<file path="src/include/asfc_pkg.sv">
// Shared types and constants for the serial frame and state control block.
package asfc_pkg;
  // Pin group sampled from outside the clock domain.
  typedef struct packed {
    logic cs;
    logic sclk;
    logic serial_input_pin;
    logic rst_n;
  } asfc_pins_t;

  typedef enum logic [1:0] {
    ST_RESET,
    ST_ACQ,
    ST_CONV,
    ST_STANDBY
  } asfc_state_t;

  localparam int CLK_PERIOD_NS = 40;
  localparam int FRAME_BITS = 32;
  localparam int SHORT_WRITE_BITS = 16;
  localparam logic [6:0] CNT_FULL = 7'h20;
  localparam logic [6:0] CNT_HALF = 7'h10;
  localparam logic [6:0] CNT_MAX = 7'h7f;
  localparam logic [31:0] CMD_NOP = 32'h0000_0000;
  localparam logic [15:0] CMD_STANDBY = 16'h8200;
  localparam logic [15:0] STATUS_FILL = 16'h0000;
  localparam logic [31:0] INVALID_WORD = 32'hffff_ffff;
  // Conversion time rounds up; reset delays are least times and round up too.
  localparam int T_CONV_NS = 700;
  localparam int T_D_RST_APP_NS = 1000;
  localparam int T_D_RST_POR_NS = 20000;
  localparam int CONV_CYC = (T_CONV_NS + CLK_PERIOD_NS - 1) / CLK_PERIOD_NS;
  localparam int APP_CYC = (T_D_RST_APP_NS + CLK_PERIOD_NS - 1) / CLK_PERIOD_NS;
  localparam int POR_CYC = (T_D_RST_POR_NS + CLK_PERIOD_NS - 1) / CLK_PERIOD_NS;
  localparam logic [9:0] CONV_LAST = 10'(CONV_CYC - 1);
  localparam logic [9:0] APP_LAST = 10'(APP_CYC - 1);
  localparam logic [9:0] POR_LAST = 10'(POR_CYC - 1);
endpackage

</file>
<file path="src/design/asfc_pin_sync.sv">
// Two-stage synchroniser for the serial pins, with a delayed copy for edges.
`timescale 1ns/1ps
module asfc_pin_sync
  import asfc_pkg::*;
(
  // Clock and reset
  input wire logic ref_clk_in,
  input wire logic rst_in,
  // Raw pins
  input wire asfc_pins_t pins_in,
  // Synchronised pins and their previous value
  output asfc_pins_t sync_out,
  output asfc_pins_t prev_out
);
  asfc_pins_t meta;

  // Idle levels: select high, clock low, reset pin released.
  always_ff @(posedge ref_clk_in or posedge rst_in) begin
    if (rst_in) begin
      meta <= '{cs: 1'b1, sclk: 1'b0, serial_input_pin: 1'b0, rst_n: 1'b1};
      sync_out <= '{cs: 1'b1, sclk: 1'b0, serial_input_pin: 1'b0, rst_n: 1'b1};
      prev_out <= '{cs: 1'b1, sclk: 1'b0, serial_input_pin: 1'b0, rst_n: 1'b1};
    end else begin
      meta <= pins_in;
      sync_out <= meta;
      prev_out <= sync_out;
    end
  end
endmodule

</file>
<file path="src/design/asfc_frame_ctrl.sv">
// Serial frame shifter, command capture and operating state sequencer.
//
// Operation
// - Chain transfers are clocked by host serial clock, legacy protocol.
// - Analog input is sampled on the select rising edge.
// - Clock rise drives register MSB out; clock fall shifts input into LSB.
// - Host receives last device word first, each word MSB first.
// - On select rise the shifted word is decoded and acted upon.
// - Four states, reset, acquisition, conversion, standby, chosen by select and reset pin.
// - Reset pin acts asynchronously and must be held low minimum time; here it is synchronised and acted on at its sampled fall.
// - Application reset restores defaults, holds ready low, releases outputs.
// - Default reset pin action is power-on reset with settling delay.
// - Leave reset with select high and clock low; after delay enter acquisition, ready high.
// - Acquisition entered at power-up, after reset, after conversion; nap offered.
// - Acquisition goes to reset on pin fall, to conversion on select rise.
// - Conversion ignores select transitions until conversion time elapses.
// - Valid standby word takes effect at the next select rise.
// - Standby holds while no conversion command and serial input stays low.
// - In standby 16-clock writes are accepted; 32-clock frames return invalid data.
// - Frame runs from select fall to the next rise, where conversion starts.
// - Select fall clears counter, loads output word, resets command to no-op.
// - 32 or more clocks is a valid command; shorter frames discard the write, except 16-clock writes in standby.
`timescale 1ns/1ps
module asfc_frame_ctrl
  import asfc_pkg::*;
(
  // Clock and reset
  input wire logic ref_clk_in,
  input wire logic rst_in,
  // Serial pins from the host
  input wire logic convert_start_chip_select_in,
  input wire logic sclk_in,
  input wire logic serial_input_pin_in,
  input wire logic reset_pin_n_in,
  // Configuration and converter result
  input wire logic application_reset_select_in,
  input wire logic low_power_nap_in,
  input wire logic [15:0] conv_result_in,
  // Serial output pin and ready strobe
  output logic primary_serial_output_out,
  output logic primary_serial_output_oe_out,
  output logic ready_strobe_out,
  // Core side
  output logic sample_strobe_out,
  output logic cmd_valid_out,
  output logic [31:0] cmd_word_out,
  output logic app_reset_out,
  output logic por_reset_out,
  output logic nap_out,
  output asfc_state_t state_out
);
  asfc_pins_t raw;
  asfc_pins_t pin;
  asfc_pins_t pin_q;
  asfc_state_t st;
  logic cs_fall;
  logic cs_rise;
  logic sclk_rise;
  logic sclk_fall;
  logic rst_fall;
  logic in_frame;
  logic sdi_seen;
  logic app_sel;
  logic [31:0] output_shift_register;
  logic [6:0] bit_cnt;
  logic [9:0] tmr;
  logic [31:0] next_word;
  logic word_ok;
  logic std_frame;

  assign raw = '{cs: convert_start_chip_select_in, sclk: sclk_in,
                 serial_input_pin: serial_input_pin_in, rst_n: reset_pin_n_in};

  asfc_pin_sync asfc_pin_sync_i (
    .ref_clk_in(ref_clk_in),
    .rst_in(rst_in),
    .pins_in(raw),
    .sync_out(pin),
    .prev_out(pin_q)
  );

  // Edges are found on the synchronised copies; the link clock is slow enough.
  assign cs_fall = pin_q.cs & ~pin.cs;
  assign cs_rise = ~pin_q.cs & pin.cs;
  assign sclk_rise = ~pin_q.sclk & pin.sclk;
  assign sclk_fall = pin_q.sclk & ~pin.sclk;
  assign rst_fall = pin_q.rst_n & ~pin.rst_n;
  assign std_frame = st == ST_STANDBY;

  // Word handed to the decoder; a 16-clock standby write sits in the high half.
  always_comb begin
    next_word = output_shift_register;
    word_ok = 1'b0;
    // Longer frames keep the last 32 bits, so a chain can be programmed in one frame.
    // A select rise with no frame behind it must not replay the previous word.
    if (in_frame && bit_cnt >= CNT_FULL) begin
      word_ok = 1'b1;
    end else if (in_frame && std_frame && bit_cnt == CNT_HALF) begin
      next_word = {output_shift_register[15:0], STATUS_FILL};
      word_ok = 1'b1;
    end
  end

  // Operating state sequencing.
  always_ff @(posedge ref_clk_in or posedge rst_in) begin
    if (rst_in) begin
      st <= ST_ACQ;
      tmr <= 10'h000;
    end else if (rst_fall) begin
      st <= ST_RESET;
      tmr <= 10'h000;
    end else begin
      case (st)
        ST_RESET: begin
          // Release only while select stays high and clock stays low.
          if (!pin.rst_n || !pin.cs || pin.sclk) begin
            tmr <= 10'h000;
          end else if (tmr == (app_sel ? APP_LAST : POR_LAST)) begin
            st <= ST_ACQ;
            tmr <= 10'h000;
          end else begin
            tmr <= tmr + 10'h001;
          end
        end
        ST_ACQ: begin
          if (cs_rise) begin
            st <= (word_ok && next_word[31:16] == CMD_STANDBY) ? ST_STANDBY : ST_CONV;
            tmr <= 10'h000;
          end
        end
        ST_CONV: begin
          // Select edges are not looked at here until the time is up.
          if (tmr == CONV_LAST) begin
            st <= ST_ACQ;
            tmr <= 10'h000;
          end else begin
            tmr <= tmr + 10'h001;
          end
        end
        ST_STANDBY: begin
          if (cs_rise && sdi_seen) begin
            st <= ST_CONV;
            tmr <= 10'h000;
          end
        end
        default: begin
          st <= ST_ACQ;
          tmr <= 10'h000;
        end
      endcase
    end
  end

  // Reset kind is caught at the pin fall from the configuration bit.
  always_ff @(posedge ref_clk_in or posedge rst_in) begin
    if (rst_in) begin
      app_sel <= 1'b0;
      app_reset_out <= 1'b0;
      por_reset_out <= 1'b0;
    end else begin
      app_reset_out <= rst_fall & application_reset_select_in;
      por_reset_out <= rst_fall & ~application_reset_select_in;
      if (rst_fall) begin
        app_sel <= application_reset_select_in;
      end
    end
  end

  // Frame tracking and the 32-bit shift path.
  always_ff @(posedge ref_clk_in or posedge rst_in) begin
    if (rst_in) begin
      in_frame <= 1'b0;
      sdi_seen <= 1'b0;
      bit_cnt <= 7'h00;
      output_shift_register <= CMD_NOP;
    end else if (rst_fall || st == ST_RESET || st == ST_CONV) begin
      in_frame <= 1'b0;
      sdi_seen <= 1'b0;
    end else if (cs_fall) begin
      in_frame <= 1'b1;
      sdi_seen <= 1'b0;
      bit_cnt <= 7'h00;
      output_shift_register <= std_frame ? INVALID_WORD : {conv_result_in, STATUS_FILL};
    end else if (cs_rise) begin
      in_frame <= 1'b0;
    end else if (in_frame && sclk_fall) begin
      output_shift_register <= {output_shift_register[30:0], pin.serial_input_pin};
      if (bit_cnt != CNT_MAX) begin
        bit_cnt <= bit_cnt + 7'h01;
      end
      if (pin.serial_input_pin) begin
        sdi_seen <= 1'b1;
      end
    end
  end

  // Serial output pin and ready strobe.
  always_ff @(posedge ref_clk_in or posedge rst_in) begin
    if (rst_in) begin
      primary_serial_output_out <= 1'b0;
      primary_serial_output_oe_out <= 1'b0;
      ready_strobe_out <= 1'b1;
    end else if (rst_fall || st == ST_RESET) begin
      primary_serial_output_oe_out <= 1'b0;
      if (st == ST_RESET && pin.rst_n && pin.cs && !pin.sclk &&
          tmr == (app_sel ? APP_LAST : POR_LAST)) begin
        ready_strobe_out <= 1'b1;
      end else begin
        ready_strobe_out <= 1'b0;
      end
    end else if (st == ST_CONV) begin
      primary_serial_output_oe_out <= 1'b0;
      if (tmr == CONV_LAST) begin
        ready_strobe_out <= 1'b1;
      end
    end else if (cs_fall) begin
      ready_strobe_out <= 1'b0;
      primary_serial_output_oe_out <= 1'b1;
    end else if (cs_rise) begin
      primary_serial_output_oe_out <= 1'b0;
      // A standby frame with serial input kept low starts no conversion, so ready returns at once.
      ready_strobe_out <= std_frame && !sdi_seen;
    end else if (in_frame && sclk_rise) begin
      primary_serial_output_out <= output_shift_register[31];
    end
  end

  // Command capture, analog sample strobe and nap.
  always_ff @(posedge ref_clk_in or posedge rst_in) begin
    if (rst_in) begin
      cmd_valid_out <= 1'b0;
      cmd_word_out <= CMD_NOP;
      sample_strobe_out <= 1'b0;
      nap_out <= 1'b0;
    end else begin
      cmd_valid_out <= 1'b0;
      sample_strobe_out <= 1'b0;
      nap_out <= st == ST_ACQ && low_power_nap_in && !in_frame;
      if (rst_fall || st == ST_RESET) begin
        cmd_word_out <= CMD_NOP;
      end else if (cs_fall && st != ST_CONV) begin
        cmd_word_out <= CMD_NOP;
      end else if (cs_rise && (st == ST_ACQ || st == ST_STANDBY)) begin
        sample_strobe_out <= st == ST_ACQ || sdi_seen;
        if (word_ok) begin
          cmd_valid_out <= 1'b1;
          cmd_word_out <= next_word;
        end
      end
    end
  end

  assign state_out = st;

  a_ready_frame_low:
  assert property (@(posedge ref_clk_in) disable iff (rst_in)
    cs_fall && (st == ST_ACQ || st == ST_STANDBY) && !rst_fall |=> !ready_strobe_out)
    else $error("ready not low after select fall");

  a_reset_out_off:
  assert property (@(posedge ref_clk_in) disable iff (rst_in)
    st == ST_RESET |-> !primary_serial_output_oe_out)
    else $error("serial output driven in reset");

  a_conv_hold_time:
  assert property (@(posedge ref_clk_in) disable iff (rst_in)
    $rose(st == ST_CONV) |-> (st == ST_CONV || st == ST_RESET)[*8])
    else $error("conversion ended early");

  a_sample_on_rise:
  assert property (@(posedge ref_clk_in) disable iff (rst_in)
    cs_rise && st == ST_ACQ && !rst_fall |=> sample_strobe_out && st != ST_ACQ)
    else $error("no sample or state change on select rise");

  a_shift_launch:
  assert property (@(posedge ref_clk_in) disable iff (rst_in)
    in_frame && sclk_rise && !cs_rise && !rst_fall && st != ST_RESET && st != ST_CONV
    |=> primary_serial_output_out == $past(output_shift_register[31]))
    else $error("output bit is not the register msb");

  a_shift_capture:
  assert property (@(posedge ref_clk_in) disable iff (rst_in)
    in_frame && sclk_fall && !cs_rise && !cs_fall && !rst_fall
    && (st == ST_ACQ || st == ST_STANDBY)
    |=> output_shift_register[0] == $past(pin.serial_input_pin) && output_shift_register[31:1] == $past(output_shift_register[30:0]))
    else $error("shift path broken");

  a_valid_len:
  assert property (@(posedge ref_clk_in) disable iff (rst_in)
    cmd_valid_out |-> $past(in_frame) && ($past(bit_cnt) >= CNT_FULL
    || ($past(st) == ST_STANDBY && $past(bit_cnt) == CNT_HALF)))
    else $error("command taken from wrong frame length");

  a_standby_entry:
  assert property (@(posedge ref_clk_in) disable iff (rst_in)
    st == ST_ACQ && in_frame && cs_rise && !rst_fall && bit_cnt == CNT_FULL
    && output_shift_register[31:16] == CMD_STANDBY |=> st == ST_STANDBY)
    else $error("standby word not honoured");

  a_acq_ready:
  assert property (@(posedge ref_clk_in) disable iff (rst_in)
    $rose(st == ST_ACQ) |-> ready_strobe_out)
    else $error("ready low on entering acquisition");

  a_output_timing:
  assert property (@(posedge ref_clk_in) disable iff (rst_in)
    primary_serial_output_oe_out |-> in_frame || $past(cs_fall))
    else $error("output driven outside a frame");

  a_conv_end_ready:
  assert property (@(posedge ref_clk_in) disable iff (rst_in)
    st == ST_CONV && tmr == CONV_LAST && !rst_fall |=> st == ST_ACQ && ready_strobe_out)
    else $error("conversion end did not return to acquisition");

  a_conv_ignore_cs:
  assert property (@(posedge ref_clk_in) disable iff (rst_in)
    st == ST_CONV && tmr != CONV_LAST && !rst_fall |=> st == ST_CONV)
    else $error("conversion left before its time");

  a_pin_fall_reset:
  assert property (@(posedge ref_clk_in) disable iff (rst_in)
    rst_fall |=> st == ST_RESET && !ready_strobe_out && !primary_serial_output_oe_out)
    else $error("reset pin fall not honoured");

  a_reset_kind:
  assert property (@(posedge ref_clk_in) disable iff (rst_in)
    rst_fall |=> app_reset_out == $past(application_reset_select_in)
    && por_reset_out == !$past(application_reset_select_in))
    else $error("wrong reset kind pulsed");

  a_reset_wait:
  assert property (@(posedge ref_clk_in) disable iff (rst_in)
    st == ST_RESET && tmr != (app_sel ? APP_LAST : POR_LAST) && !rst_fall |=> st == ST_RESET)
    else $error("reset left before its delay");

  a_frame_start:
  assert property (@(posedge ref_clk_in) disable iff (rst_in)
    cs_fall && (st == ST_ACQ || st == ST_STANDBY) && !rst_fall
    |=> bit_cnt == 7'h00 && cmd_word_out == CMD_NOP)
    else $error("frame start did not clear count and command");

  a_standby_hold:
  assert property (@(posedge ref_clk_in) disable iff (rst_in)
    st == ST_STANDBY && cs_rise && !sdi_seen && !rst_fall |=> st == ST_STANDBY)
    else $error("standby left without a conversion request");

  a_standby_data:
  assert property (@(posedge ref_clk_in) disable iff (rst_in)
    cs_fall && st == ST_STANDBY && !rst_fall |=> output_shift_register == INVALID_WORD)
    else $error("standby frame not loaded with invalid data");

  // Outputs come from flops except the state view, which is the state register.
  // The chain behaviour of other devices and host spacing are the host's part.
endmodule

</file>
<file path="config.mk">
export PLATFORM = sky130hd
export DESIGN_NAME = asfc_frame_ctrl
export DESIGN_NICKNAME = d
export VERILOG_FILES = /design/src/include/asfc_pkg.sv /design/src/design/asfc_pin_sync.sv /design/src/design/asfc_frame_ctrl.sv
export SDC_FILE = /design/constraint.sdc
export NUM_CORES = 1
export LEC_CHECK = 0
export BUFFER_PORTS_ARGS = -buffer_cell sky130_fd_sc_hd__buf_2
export CORE_MARGIN = 4
export CORE_UTILIZATION = 52
export CTS_BUF_LIST = sky130_fd_sc_hd__clkbuf_8
export DETAILED_ROUTE_END_ITERATION = 10
export GPL_TIMING_DRIVEN = 0
export HOLD_SLACK_MARGIN = 0.05
export PLACE_DENSITY = 0.79
export SYNTH_ARGS = -nofsm -noshare
export SYNTH_HDL_FRONTEND = slang
export SYNTH_HIERARCHICAL = 1
export SYNTH_SLANG_ARGS = --single-unit
</file>
<file path="constraint.sdc">
create_clock -name ref_clk_in -period 3.23 [get_ports ref_clk_in]
set_clock_uncertainty 0.15 [all_clocks]
set_input_delay 0.4845 -clock ref_clk_in [delete_from_list [all_inputs] [get_ports ref_clk_in]]
set_output_delay 0.4845 -clock ref_clk_in [all_outputs]
set_load 0.01 [all_outputs]
</file>
==> impl_results.md <==
* Status: complete, no violations
* DRC errors left at 0
* Vias/cell at 5.78
* CTS root buffer: clkbuf_8
* CP Launch Type: flip-flop
* Final Setup Violations at 0
* TritonCTS clock tree: built
* Worst-skew pair later-pin latency at 370 ps
* Final WL at 10,800 um
* Synth Warn # at 6
* Number of CTS-inserted buffers at 9
* Worst hold path class: input port to flip-flop
* Worst-margin pin slew at 873 ps
* Reg2reg start: asfc_pin_sync_i/sync_out[3]
* Syn nets at 486
* Die width at 103 um
* DR WL/cell at 16.6 um
* Number of setup buffers added after CTS at 0
* Mapped Avg Cell Area at 10.3 um2
* Cells after Synth at 456
* Layout Utilization at 0.624
* Vias in the first global route at 3,660
* Routed vias at 3,763
* HPWL after DPL at 7800 um
* Row count at 34
* Num Clock Sinks at 105
* CP Class: flip-flop to flip-flop
* Pre-Repair DR Iteration Count at 5
* Port Buffers at 65
* RSZ-0062 raised after global routing: false
* Reg2Reg Setup Slack at 700 ps
* Clock transition at the registers of the reported paths at 100 ps
* GPL Wtd Cong at 0.874
* CP peak stage delay at 570 ps
* Worst path cell trace: inv_1 -> ha_1 -> o21ai_0 -> clkbuf_1 -> clkbuf_1 -> nand2_1 -> o21ai_0
* Fin crit share at 0.782
* Post-Layout Cell Count at 651
* Initial drt markers at 171
* WP depth at 7
* Largest net degree at the start of global routing at 70
* Leak at 2.59 nW
* Setup WS post-layout at 703 ps
* Initial Utilization at 0.537
* CORE AREA at 0.00872 mm2
* Gr usage total at 0.217
* CP arrival at 2660 ps
* Tmin final at 2530 ps
* Total negative slack at 0 ps
* Placed inst area at 0.00517 mm2
* Power Dens Cells at 428 mW/mm2
* Cells after DPL at 630
* Setup slack at placement at 756 ps
* Num ports at 66
* R2R Path End: output_shift_register[6]
* Total chip power at 2.33 mW
* Layout Area Growth over Synthesis at 16.2%
* Pins Over Slew Limit at 0
* Critical Path Sink Type: flip-flop
* Grt total ovfl at 0
* CP endpoint: output_shift_register[6]
* CP max-delay cell: dfstp_2
* Die height at 103 um
* # diodes at 0
* CP startpoint: asfc_pin_sync_i/sync_out[3]
* Final nets at 568
* R2r worst-path depth at 7
* Fin. Hold Viols at 0
* Number of max-cap violations at 0
* Crit-path max FO at 10
* Min Hold Slack at 112 ps
* Initial antenna violation count at 0
* Die area at 0.0106 mm2
* Max Fclk at 0.396 GHz
* Share of layout cells above drive strength 1 at 0.201
* WP buf/inv at 3
* Hold buffers post-CTS at 5
* First-pass GRT wire length at 17,900 um
* Critical path's top delay family: buffers and inverters
* Post-cts sizing count at 0
* Slew HR at 0.415
* Crit path required time at 3360 ps
* Clk buf depth at 2
* Post-route cell area at 0.00544 mm2
* Maximum VDD drop at 265 uV
* H-Tree Depth at 3
* DRT antenna net count at 0
* Mapped cell area at 0.00468 mm2
## power breakdown
part	internal [mW]	switching, mW
sequential	1.33	0.00788
clock	0.438	0.460
combinational	0.0336	0.0601
total	1.80	0.528
## worst register-to-register path: cells and delay by family (launching register included)
family	cells	cell delay, ps
adder cells (fa/ha/maj)	1	240
AO/OA/AOI/OAI	2	490
AND/OR/NAND/NOR	1	120
buffers and inverters	3	880
flip-flops	1	570
## sequential cells by signal, indices dropped and copies added (netlist names)
name and flops:
por_reset_out 1, asfc_pin_sync_i/prev_out 3, sdi_seen 1, output_shift_register 32, primary_serial_output_out 1, app_reset_out 1, tmr 10, cmd_word_out 32
ready_strobe_out 1, asfc_pin_sync_i/meta 4, nap_out 1, bit_cnt 7, app_sel 1, cmd_valid_out 1, asfc_pin_sync_i/sync_out 4, sample_strobe_out 1
in_frame 1, primary_serial_output_oe_out 1, state_out 2
## cell type report
type / count / area, um2
Inverter: 15 / 58.8
Buffer: 26 / 129
Clock inverter: 7 / 93.8
Tap cell: 108 / 135
Timing Repair Buffer: 71 / 403
Sequential cell: 105 / 2640
Fill cell: 690 / 3280
Clock buffer: 9 / 124
Multi-Input combinational cell: 310 / 1860
## routing by layer
metal / vias up / share of wire / global-route usage
li1: 1798 / - / -
met1: 1800 / 0.43 / 0.290
met2: 142 / 0.48 / 0.347
met3: 23 / 0.060 / 0.0392
met4: 0 / 0.026 / 0.0936
met5: - / 0 / 0
## how the worst min path moves through the flow
stage / startpoint / endpoint / slack (ps) / cells after the start
finish: application_reset_select_in / por_reset_out / 110 / 2
global route: application_reset_select_in / por_reset_out / 120 / 2
CTS: application_reset_select_in / por_reset_out / 100 / 2
detailed placement: asfc_pin_sync_i/meta[1] / asfc_pin_sync_i/sync_out[1] / 190 / 0
global placement: asfc_pin_sync_i/meta[1] / asfc_pin_sync_i/sync_out[1] / 180 / 0
floorplan: rst_in / asfc_pin_sync_i/meta[1] / 180 / 1
## placed cells by master, fill, tap and decap left out, types with 2 or more instances in the layout
cell type and count:
nor4b_1 4, buf_2 69, a31oi_1 3, nand2b_1 5
nor4_2 2, a211o_1 3, bufinv_16 2, o21ai_0 53
o22ai_1 16, ha_1 6, dfrtp_1 97, inv_6 2
buf_6 3, nor2_1 19, inv_1 15, nor4_1 5
a21oi_1 24, o21ai_1 5, nand2_1 71, nand3_1 4
or2_2 2, and3_1 3, mux2i_1 17, clkbuf_8 9
mux2_2 2, nor3_1 5, dfstp_2 8, xor2_1 4
nand4_1 7, dlygate4sd3_1 5, o31ai_1 3, a211oi_1 3
clkbuf_1 17, or3_1 3, o21bai_1 2, a22o_1 16
a21o_1 3
No activity file was read; power rests on OpenSTA's default activity.
